### src/spioc_pkg.sv
package spioc_pkg;

  // ==========================================
  // register map
  localparam logic [11:0] ADDR_OPTION = 12'h000;
  localparam logic [11:0] ADDR_RATE = 12'h004;
  localparam logic [11:0] ADDR_STATUS = 12'h008;

  // ==========================================
  // option control fields
  localparam int OPT_MODE_FAULT_BIT = 4;
  localparam int OPT_BIDIR_OE_BIT = 3;
  localparam int OPT_STOP_WAIT_BIT = 1;
  localparam int OPT_SINGLE_WIRE_BIT = 0;
  localparam logic [7:0] OPT_WRITE_MASK = 8'h1b;
  localparam logic [7:0] OPT_RESET = 8'h00;

  // ==========================================
  // bit rate select fields
  localparam int RATE_PRESCALE_LSB = 4;
  localparam int RATE_DIVIDE_LSB = 0;
  localparam int RATE_CODE_W = 3;
  localparam logic [7:0] RATE_WRITE_MASK = 8'h77;
  localparam logic [7:0] RATE_RESET = 8'h00;

  // ==========================================
  // flag status fields
  localparam int STAT_RX_FULL_BIT = 7;
  localparam int STAT_TX_EMPTY_BIT = 5;
  localparam int STAT_FAULT_BIT = 4;

  // ==========================================
  // bus encodings
  localparam logic [1:0] HTRANS_NONSEQ = 2'h2;
  localparam logic [1:0] HRESP_OKAY = 2'h0;

  // ==========================================
  // divider counters
  localparam int HALF_CNT_W = 7;
  localparam logic [7:0] HALF_BASE = 8'h01;

endpackage

### src/spioc_cfg_if.sv
`timescale 1ns/1ps
interface spioc_cfg_if;
  // configuration
  logic master_select;
  logic mode_fault_enable;
  logic bidir_output_enable;
  logic single_wire_select;
  logic select_output_enable;
  logic [2:0] prescale_code;
  logic [2:0] rate_divide_code;
  logic clk_run;
  // synchronised pins and shifter side
  logic mosi_s;
  logic miso_s;
  logic ss_s;
  logic tx_bit;
  logic ss_assert;
  // pin routing results
  logic mosi_o;
  logic mosi_oe;
  logic miso_o;
  logic miso_oe;
  logic ss_o;
  logic ss_oe;
  logic rx_bit;
  logic slave_select_n;
  logic mode_fault_n;
  logic mosi_gpio;
  logic miso_gpio;
  logic ss_gpio;
  // bit rate clock
  logic bit_clk;
  logic bit_edge;

  modport ctl (
    output master_select, mode_fault_enable, bidir_output_enable, single_wire_select,
    output select_output_enable, prescale_code, rate_divide_code, clk_run,
    output mosi_s, miso_s, ss_s, tx_bit, ss_assert,
    input mosi_o, mosi_oe, miso_o, miso_oe, ss_o, ss_oe, rx_bit,
    input slave_select_n, mode_fault_n, mosi_gpio, miso_gpio, ss_gpio,
    input bit_clk, bit_edge
  );
  modport mux (
    input master_select, mode_fault_enable, bidir_output_enable, single_wire_select,
    input select_output_enable, mosi_s, miso_s, ss_s, tx_bit, ss_assert,
    output mosi_o, mosi_oe, miso_o, miso_oe, ss_o, ss_oe, rx_bit,
    output slave_select_n, mode_fault_n, mosi_gpio, miso_gpio, ss_gpio
  );
  modport baud (
    input prescale_code, rate_divide_code, clk_run,
    output bit_clk, bit_edge
  );
endinterface

### src/spioc_baud_gen.sv
`timescale 1ns/1ps
module spioc_baud_gen (
  // clock and reset
  input wire logic hclk,
  input wire logic hresetn,
  // divider view
  spioc_cfg_if.baud cfg
);

  typedef struct packed {
    logic [2:0] pre_cnt;
    logic [spioc_pkg::HALF_CNT_W-1:0] rate_cnt;
    logic bit_clk;
    logic bit_edge;
  } spioc_baud_s;

  spioc_baud_s st_r;
  spioc_baud_s st_nxt;
  logic [7:0] half_limit;

  // ==========================================
  // prescaler then power of two divider
  always_comb begin
    st_nxt = st_r;
    st_nxt.bit_edge = 1'b0;
    half_limit = (spioc_pkg::HALF_BASE << cfg.rate_divide_code) - spioc_pkg::HALF_BASE;
    if (cfg.clk_run) begin
      if (st_r.pre_cnt >= cfg.prescale_code) begin
        st_nxt.pre_cnt = 3'h0;
        if ({1'b0, st_r.rate_cnt} >= half_limit) begin
          st_nxt.rate_cnt = '0;
          st_nxt.bit_clk = ~st_r.bit_clk;
          st_nxt.bit_edge = 1'b1;
        end else begin
          st_nxt.rate_cnt = st_r.rate_cnt + 7'h01;
        end
      end else begin
        st_nxt.pre_cnt = st_r.pre_cnt + 3'h1;
      end
    end
  end

  always_ff @(posedge hclk or negedge hresetn) begin
    if (!hresetn) begin
      st_r <= '0;
    end else begin
      st_r <= st_nxt;
    end
  end

  assign cfg.bit_clk = st_r.bit_clk;
  assign cfg.bit_edge = st_r.bit_edge;

endmodule

### src/spioc_pin_mux.sv
`timescale 1ns/1ps
module spioc_pin_mux (
  // routing view
  spioc_cfg_if.mux cfg
);

  // ==========================================
  // data pins
  always_comb begin
    cfg.mosi_o = cfg.tx_bit;
    cfg.miso_o = cfg.tx_bit;
    cfg.mosi_oe = 1'b0;
    cfg.miso_oe = 1'b0;
    cfg.mosi_gpio = 1'b0;
    cfg.miso_gpio = 1'b0;
    cfg.rx_bit = 1'b0;
    if (cfg.single_wire_select) begin
      if (cfg.master_select) begin
        cfg.mosi_oe = cfg.bidir_output_enable;
        cfg.rx_bit = cfg.mosi_s;
        cfg.miso_gpio = 1'b1;
      end else begin
        cfg.miso_oe = cfg.bidir_output_enable;
        cfg.rx_bit = cfg.miso_s;
        cfg.mosi_gpio = 1'b1;
      end
    end else if (cfg.master_select) begin
      cfg.mosi_oe = 1'b1;
      cfg.rx_bit = cfg.miso_s;
    end else begin
      cfg.miso_oe = ~cfg.ss_s;
      cfg.rx_bit = cfg.mosi_s;
    end
  end

  // ==========================================
  // slave select pin
  always_comb begin
    cfg.ss_o = 1'b1;
    cfg.ss_oe = 1'b0;
    cfg.ss_gpio = 1'b0;
    cfg.slave_select_n = 1'b1;
    cfg.mode_fault_n = 1'b1;
    if (!cfg.master_select) begin
      cfg.slave_select_n = cfg.ss_s;
    end else if (!cfg.mode_fault_enable) begin
      cfg.ss_gpio = 1'b1;
    end else if (!cfg.select_output_enable) begin
      cfg.mode_fault_n = cfg.ss_s;
    end else begin
      cfg.ss_oe = 1'b1;
      cfg.ss_o = ~cfg.ss_assert;
    end
  end

endmodule

### src/spioc_top.sv
`timescale 1ns/1ps
module spioc_top (
  // clock and reset
  input wire logic hclk,
  input wire logic hresetn,
  // ahb-lite slave
  input wire logic hsel,
  input wire logic [31:0] haddr,
  input wire logic [1:0] htrans,
  input wire logic hwrite,
  input wire logic [2:0] hsize,
  input wire logic [31:0] hwdata,
  input wire logic hready,
  output logic [31:0] hrdata,
  output logic hreadyout,
  output logic [1:0] hresp,
  // core side
  input wire logic master_select,
  input wire logic select_output_enable,
  input wire logic wait_mode,
  input wire logic tx_bit,
  input wire logic ss_assert,
  input wire logic rx_full_flag,
  input wire logic tx_empty_flag,
  input wire logic mode_fault_flag,
  output logic rx_bit,
  output logic slave_select_n,
  output logic mode_fault_n,
  output logic clk_run,
  output logic bit_clk,
  output logic bit_edge,
  // general i/o release
  output logic mosi_gpio,
  output logic miso_gpio,
  output logic ss_gpio,
  // pins
  input wire logic mosi_i,
  output logic mosi_o,
  output logic mosi_oe,
  input wire logic miso_i,
  output logic miso_o,
  output logic miso_oe,
  input wire logic ss_i,
  output logic ss_o,
  output logic ss_oe
);

  typedef struct packed {
    logic [7:0] option;
    logic [7:0] rate;
    logic wr_pend;
    logic [11:0] wr_addr;
    logic [31:0] rdata;
    logic readyout;
    logic [1:0] resp;
    logic mosi_meta;
    logic mosi_s;
    logic miso_meta;
    logic miso_s;
    logic ss_meta;
    logic ss_s;
    logic mosi_o;
    logic mosi_oe;
    logic miso_o;
    logic miso_oe;
    logic ss_o;
    logic ss_oe;
    logic rx_bit;
    logic slave_select_n;
    logic mode_fault_n;
    logic mosi_gpio;
    logic miso_gpio;
    logic ss_gpio;
    logic clk_run;
  } spioc_top_s;

  spioc_top_s st_r;
  spioc_top_s st_nxt;
  spioc_cfg_if cfg ();
  logic addr_phase;
  logic [7:0] status_val;

  // ==========================================
  // helper modules
  spioc_pin_mux u_mux (
    .cfg(cfg.mux)
  );

  spioc_baud_gen u_baud (
    .hclk(hclk),
    .hresetn(hresetn),
    .cfg(cfg.baud)
  );

  assign cfg.master_select = master_select;
  assign cfg.select_output_enable = select_output_enable;
  assign cfg.mode_fault_enable = st_r.option[spioc_pkg::OPT_MODE_FAULT_BIT];
  assign cfg.bidir_output_enable = st_r.option[spioc_pkg::OPT_BIDIR_OE_BIT];
  assign cfg.single_wire_select = st_r.option[spioc_pkg::OPT_SINGLE_WIRE_BIT];
  assign cfg.prescale_code =
    st_r.rate[spioc_pkg::RATE_PRESCALE_LSB +: spioc_pkg::RATE_CODE_W];
  assign cfg.rate_divide_code =
    st_r.rate[spioc_pkg::RATE_DIVIDE_LSB +: spioc_pkg::RATE_CODE_W];
  assign cfg.clk_run = st_r.clk_run;
  assign cfg.mosi_s = st_r.mosi_s;
  assign cfg.miso_s = st_r.miso_s;
  assign cfg.ss_s = st_r.ss_s;
  assign cfg.tx_bit = tx_bit;
  assign cfg.ss_assert = ss_assert;

  // ==========================================
  // next state
  always_comb begin
    st_nxt = st_r;
    status_val = 8'h00;
    addr_phase = hsel && hready && (htrans == spioc_pkg::HTRANS_NONSEQ);

    // data phase write
    if (st_r.wr_pend) begin
      if (st_r.wr_addr == spioc_pkg::ADDR_OPTION) begin
        st_nxt.option = hwdata[7:0] & spioc_pkg::OPT_WRITE_MASK;
      end else if (st_r.wr_addr == spioc_pkg::ADDR_RATE) begin
        st_nxt.rate = hwdata[7:0] & spioc_pkg::RATE_WRITE_MASK;
      end
    end

    // address phase
    st_nxt.wr_pend = addr_phase && hwrite;
    st_nxt.wr_addr = haddr[11:0];
    st_nxt.readyout = 1'b1;
    st_nxt.resp = spioc_pkg::HRESP_OKAY;
    status_val[spioc_pkg::STAT_RX_FULL_BIT] = rx_full_flag;
    status_val[spioc_pkg::STAT_TX_EMPTY_BIT] = tx_empty_flag;
    status_val[spioc_pkg::STAT_FAULT_BIT] = mode_fault_flag;
    if (addr_phase && !hwrite) begin
      if (haddr[11:0] == spioc_pkg::ADDR_OPTION) begin
        st_nxt.rdata = {24'h000000, st_nxt.option};
      end else if (haddr[11:0] == spioc_pkg::ADDR_RATE) begin
        st_nxt.rdata = {24'h000000, st_nxt.rate};
      end else if (haddr[11:0] == spioc_pkg::ADDR_STATUS) begin
        st_nxt.rdata = {24'h000000, status_val};
      end else begin
        st_nxt.rdata = 32'h00000000;
      end
    end

    // pin synchronisers
    st_nxt.mosi_meta = mosi_i;
    st_nxt.mosi_s = st_r.mosi_meta;
    st_nxt.miso_meta = miso_i;
    st_nxt.miso_s = st_r.miso_meta;
    st_nxt.ss_meta = ss_i;
    st_nxt.ss_s = st_r.ss_meta;

    // registered pin routing
    st_nxt.mosi_o = cfg.mosi_o;
    st_nxt.mosi_oe = cfg.mosi_oe;
    st_nxt.miso_o = cfg.miso_o;
    st_nxt.miso_oe = cfg.miso_oe;
    st_nxt.ss_o = cfg.ss_o;
    st_nxt.ss_oe = cfg.ss_oe;
    st_nxt.rx_bit = cfg.rx_bit;
    st_nxt.slave_select_n = cfg.slave_select_n;
    st_nxt.mode_fault_n = cfg.mode_fault_n;
    st_nxt.mosi_gpio = cfg.mosi_gpio;
    st_nxt.miso_gpio = cfg.miso_gpio;
    st_nxt.ss_gpio = cfg.ss_gpio;

    // interface clock gate
    st_nxt.clk_run = !(wait_mode && st_nxt.option[spioc_pkg::OPT_STOP_WAIT_BIT]);
  end

  // ==========================================
  // state register
  always_ff @(posedge hclk or negedge hresetn) begin
    if (!hresetn) begin
      st_r <= '0;
      st_r.option <= spioc_pkg::OPT_RESET;
      st_r.rate <= spioc_pkg::RATE_RESET;
      st_r.readyout <= 1'b1;
      st_r.resp <= spioc_pkg::HRESP_OKAY;
      st_r.mosi_meta <= 1'b1;
      st_r.mosi_s <= 1'b1;
      st_r.miso_meta <= 1'b1;
      st_r.miso_s <= 1'b1;
      st_r.ss_meta <= 1'b1;
      st_r.ss_s <= 1'b1;
      st_r.mosi_o <= 1'b1;
      st_r.miso_o <= 1'b1;
      st_r.ss_o <= 1'b1;
      st_r.slave_select_n <= 1'b1;
      st_r.mode_fault_n <= 1'b1;
      st_r.clk_run <= 1'b1;
    end else begin
      st_r <= st_nxt;
    end
  end

  // ==========================================
  // outputs
  assign hrdata = st_r.rdata;
  assign hreadyout = st_r.readyout;
  assign hresp = st_r.resp;
  assign rx_bit = st_r.rx_bit;
  assign slave_select_n = st_r.slave_select_n;
  assign mode_fault_n = st_r.mode_fault_n;
  assign clk_run = st_r.clk_run;
  assign bit_clk = cfg.bit_clk;
  assign bit_edge = cfg.bit_edge;
  assign mosi_gpio = st_r.mosi_gpio;
  assign miso_gpio = st_r.miso_gpio;
  assign ss_gpio = st_r.ss_gpio;
  assign mosi_o = st_r.mosi_o;
  assign mosi_oe = st_r.mosi_oe;
  assign miso_o = st_r.miso_o;
  assign miso_oe = st_r.miso_oe;
  assign ss_o = st_r.ss_o;
  assign ss_oe = st_r.ss_oe;

endmodule

### config.mk
export PLATFORM = sky130hd
export DESIGN_NAME = spioc_top
export DESIGN_NICKNAME = d
export VERILOG_FILES = /design/src/spioc_pkg.sv /design/src/spioc_cfg_if.sv /design/src/spioc_baud_gen.sv /design/src/spioc_pin_mux.sv /design/src/spioc_top.sv
export SDC_FILE = /design/constraint.sdc
export NUM_CORES = 1
export LEC_CHECK = 0
export ABC_AREA = 1
export BUFFER_PORTS_ARGS = -buffer_cell sky130_fd_sc_hd__buf_2
export CAP_MARGIN = 20
export CORE_MARGIN = 3
export CORE_UTILIZATION = 52
export CTS_BUF_LIST = sky130_fd_sc_hd__clkbuf_16
export DETAILED_ROUTE_END_ITERATION = 7
export PLACE_DENSITY_LB_ADDON = 0.2
export SYNTH_ARGS = -nofsm -noshare
export SYNTH_HDL_FRONTEND = slang
export SYNTH_SLANG_ARGS = --single-unit
### constraint.sdc
create_clock -name hclk -period 3 [get_ports hclk]
set_clock_uncertainty 0.15 [all_clocks]
set_input_delay 0.6 -clock hclk [delete_from_list [all_inputs] [get_ports hclk]]
set_output_delay 0.6 -clock hclk [all_outputs]
set_load 0.05 [all_outputs]
==> metrics.txt <==
# TYPE chip_impl_metric gauge
chip_impl_info{name="unrepaired_setup_endpoints_after_global_routing",value="false"} 1
chip_impl_metric{name="tightest_slew",unit="ns"} 0.673
chip_impl_metric{name="worst_ir_drop_vdd",unit="mV"} 0.385
chip_impl_metric{name="ctsLongestPathBuffers",unit=""} 2
chip_impl_info{name="tritoncts",value="yes"} 1
chip_impl_metric{name="vias_per_cell",unit=""} 4.85
chip_impl_info{name="yosysMostFrequentCell",value="sky130_fd_sc_hd__nand2_1"} 1
chip_impl_info{name="launch_instance_of_the_worst_register_to_register_path",value="cfg.rate_divide_code[2]$_DFF_PN0_"} 1
chip_impl_metric{name="ports",unit=""} 135
chip_impl_metric{name="seq_area",unit="um2"} 1690
chip_impl_metric{name="comb_power_share",unit=""} 0.107
chip_impl_info{name="clockRootBuffer",value="sky130_fd_sc_hd__clkbuf_16"} 1
chip_impl_metric{name="core-area",unit="um2"} 6060
chip_impl_metric{name="port_buffers",unit=""} 59
chip_impl_metric{name="synthCells",unit=""} 375
chip_impl_metric{name="synth-seq-cells",unit=""} 67
chip_impl_metric{name="cts_setup_buffers",unit=""} 0
chip_impl_metric{name="htree_num_levels",unit=""} 3
chip_impl_metric{name="synthToLayoutAreaGrowth",unit="%"} 15.7
chip_impl_metric{name="cp_slowest_stage_delay",unit="ns"} 0.59
chip_impl_metric{name="post_layout_nonfiller_instances",unit=""} 514
chip_impl_metric{name="timing.critical_path.required",unit="ns"} 2.25
chip_impl_metric{name="cp.arrival",unit="ns"} 1.20
chip_impl_info{name="critical_path.startpoint_type",value="flop"} 1
chip_impl_info{name="synthFlopType",value="sky130_fd_sc_hd__dfrtp_1"} 1
chip_impl_metric{name="achievable-frequency",unit="MHz"} 512
chip_impl_metric{name="antennaDiodeCount",unit=""} 0
chip_impl_metric{name="min_period_over_period",unit=""} 0.651
chip_impl_metric{name="p_per_area",unit="nW/um2"} 589
chip_impl_metric{name="ys_async_sr_fraction",unit=""} 1.00
chip_impl_metric{name="critical_path_peak_fanout",unit=""} 7
chip_impl_metric{name="synthDominantCellAreaShare",unit=""} 0.423
chip_impl_metric{name="clock_power_share",unit=""} 0.473
chip_impl_metric{name="clk_pin_slew",unit="ns"} 0.06
chip_impl_metric{name="route.vias.total",unit=""} 2491
chip_impl_metric{name="cts_inserted_buffers",unit=""} 9
chip_impl_metric{name="placed_cells",unit=""} 498
chip_impl_metric{name="setup_tns",unit="ns"} 0
chip_impl_metric{name="cts_resized",unit=""} 0
chip_impl_info{name="worstSetupStartpoint",value="clk_run$_DFF_PN1_"} 1
chip_impl_metric{name="static_leakage_power",unit="nW"} 2.02
chip_impl_info{name="netlist_top_cells_count",value="88 x sky130_fd_sc_hd__nand2_1, 56 x sky130_fd_sc_hd__dfrtp_1, 40 x sky130_fd_sc_hd__inv_1, 39 x sky130_fd_sc_hd__nor2_1, 36 x sky130_fd_sc_hd__buf_4"} 1
chip_impl_metric{name="total_number_of_nets_in_the_final_design",unit=""} 531
chip_impl_info{name="netlist_top_cells_area",value="sky130_fd_sc_hd__dfrtp_1 42%, sky130_fd_sc_hd__nand2_1 10%, sky130_fd_sc_hd__dfstp_2 8.7%, sky130_fd_sc_hd__buf_4 8.2%, sky130_fd_sc_hd__ha_1 4.5%"} 1
chip_impl_metric{name="grt_first_pass_wirelength",unit="mm"} 10.9
chip_impl_metric{name="clock_latency",unit="ns"} 0.33
chip_impl_metric{name="first_global_vias",unit=""} 2480
chip_impl_metric{name="drt_pass1_iterations",unit=""} 4
chip_impl_metric{name="p_sw_frac",unit=""} 0.274
chip_impl_metric{name="floorplan.rows",unit=""} 28
chip_impl_metric{name="power_report.internal_total",unit="mW"} 1.64
chip_impl_metric{name="syn_area",unit="um2"} 3320
chip_impl_metric{name="max_cap_violations",unit=""} 0
chip_impl_metric{name="power.net_switching",unit="mW"} 0.619
chip_impl_metric{name="cts-hold-fix-buffers",unit=""} 0
chip_impl_metric{name="yosys.cell_types.count",unit=""} 31
chip_impl_info{name="worst-setup-path-type",value="reg2out"} 1
chip_impl_metric{name="die_y",unit="um"} 85.9
chip_impl_info{name="worstPathCellList",value="buf_2"} 1
chip_impl_metric{name="design.die.area",unit="um2"} 7370
chip_impl_info{name="worstHoldPathType",value="in2async"} 1
chip_impl_info{name="end_kind",value="output pin"} 1
chip_impl_info{name="result_of_the_run",value="finished, final reports clean"} 1
chip_impl_metric{name="grt_max_degree",unit=""} 40
chip_impl_metric{name="slew_violations",unit=""} 0
chip_impl_metric{name="timing.final.hold_violations",unit=""} 0
chip_impl_metric{name="finalCriticalPeriod",unit="ns"} 1.95
chip_impl_metric{name="p_seq_frac",unit=""} 0.420
chip_impl_metric{name="route.final.wire_length",unit="mm"} 6.32
chip_impl_metric{name="post-route-worst-setup-slack",unit="ns"} 1.05
chip_impl_metric{name="synth_enable_flop_cells",unit=""} 0
chip_impl_metric{name="ys.warnings.count",unit=""} 0
chip_impl_metric{name="die_width",unit="um"} 85.9
chip_impl_metric{name="drc",unit=""} 0
chip_impl_metric{name="final_layout_size_suffix_gt1_frac",unit=""} 0.241
chip_impl_info{name="synthDominantAreaCellType",value="sky130_fd_sc_hd__dfrtp_1"} 1
chip_impl_metric{name="antenna_left",unit=""} 0
chip_impl_metric{name="place.gp.congestion",unit=""} 0.811
chip_impl_metric{name="globalRouteTotalUtil",unit=""} 0.189
chip_impl_metric{name="finalSetupViolCount",unit=""} 0
chip_impl_metric{name="grt_antenna_before_repair",unit=""} 0
chip_impl_metric{name="ys_seq_area_frac",unit=""} 0.510
chip_impl_metric{name="relSlewSlack",unit=""} 0.552
chip_impl_metric{name="critical_path_buf_inv_count",unit=""} 1
chip_impl_metric{name="gr-total-overflow",unit=""} 0
chip_impl_metric{name="rrSetupSlack",unit="ns"} 1.10
chip_impl_metric{name="detail_route.wl_per_cell",unit="um"} 12.3
chip_impl_metric{name="initial_core_util",unit=""} 0.547
chip_impl_metric{name="multi_input_area",unit="um2"} 1270
chip_impl_metric{name="r2r_cells",unit=""} 8
chip_impl_info{name="critical-path-top-delay-family",value="flip-flops"} 1
chip_impl_metric{name="first_iter_violations",unit=""} 97
chip_impl_metric{name="syn_avg_cell_area",unit="um2"} 8.84
chip_impl_info{name="critical_path.reg2reg.endpoint",value="u_baud.st_r[4]$_DFFE_PN0P_"} 1
chip_impl_info{name="cpMaxStageDelayCell",value="sky130_fd_sc_hd__dfstp_2"} 1
chip_impl_metric{name="pre_cts_slack",unit="ns"} 1.07
chip_impl_metric{name="hpwl",unit="mm"} 4.69
chip_impl_metric{name="fillers",unit=""} 520
chip_impl_metric{name="number_of_sinks_driven_by_the_clock_tree",unit=""} 67
==> worst max path at each step <==
stage / endpoint / depth (start not counted)
6_report: clk_run / 1
5_1_grt: u_baud.cfg.bit_clk$_DFFE_PN0P_ / 11
4_1_cts: clk_run / 1
3_5_place_dp: hrdata[0]$_DFFE_PN0P_ / 8
3_3_place_gp: hrdata[0]$_DFFE_PN0P_ / 8
2_1_floorplan: mosi_o / 1
==> area by class of cell <==
class	count	area share
Clock buffer	9	0.0587
Clock inverter	7	0.0209
Inverter	41	0.0401
Multi-Input combinational cell	254	0.331
Sequential cell	67	0.441
Tap cell	75	0.0245
Timing Repair Buffer	61	0.0841
==> power by group through the flow <==
stage	clock network, mW	logic, mW	registers (mW)
floorplan	0	0.171	1.00
global placement	0	0.241	0.965
detailed placement	0	0.243	0.967
CTS	1.08	0.244	0.951
global route	1.13	0.260	0.954
finish	1.07	0.241	0.951
==> state kept, by name, summed over array words and instances, names as in the netlist, 3 cells and up <==
signal                flops
st_r                     20
u_baud.st_r              10
hrdata                    8
cfg.prescale_code         3
cfg.rate_divide_code      3
st_nxt                    3
==> cell usage in the layout (no fill, tap or decap), drive strengths merged <==
cell,instances
a211oi,1
a21boi,1
a21o,1
a21oi,6
a31o,1
and2,6
and3,1
buf,61
bufinv,1
clkbuf,9
clkinv,1
clkinvlp,1
conb,27
dfrtp,56
dfstp,11
ha,12
inv,45
mux2,1
nand2,94
nand3,28
nand3b,6
nand4,6
nor2,44
nor3,4
o21ai,8
or2,3
xnor2,1
xor2,3
==> through the flow <==
step / instance area [um2] / hold slack (ns) / utilization / total power [mW]
2_1_floorplan: 3410 / 0.154 / - / 1.17
3_3_place_gp: 3530 / 0.196 / 0.583 / 1.21
3_5_place_dp: 3530 / 0.201 / 0.583 / 1.21
4_1_cts: 3840 / 0.179 / 0.633 / 2.27
5_1_grt: 3840 / 0.206 / 0.633 / 2.34
6_report: 3840 / 0.153 / 0.633 / 2.26
==> layer usage <==
layer / part of all wire / wire (um) / global-route usage
met5: 0 / 0 / 0
met4: 0.014 / 86 / 0.0806
met3: 0.051 / 322 / 0.0384
met2: 0.51 / 3250 / 0.328
met1: 0.42 / 2670 / 0.230
==> cells by family after synthesis <==
family | share of synthesized area
simple gates | 0.263
buf+inv | 0.135
fa+ha+maj | 0.0453
mux | 0.00340
compound gates | 0.0306
flops | 0.510
other cells | 0.00226
xor+xnor | 0.0106
Power figures use the tool's default switching activity.
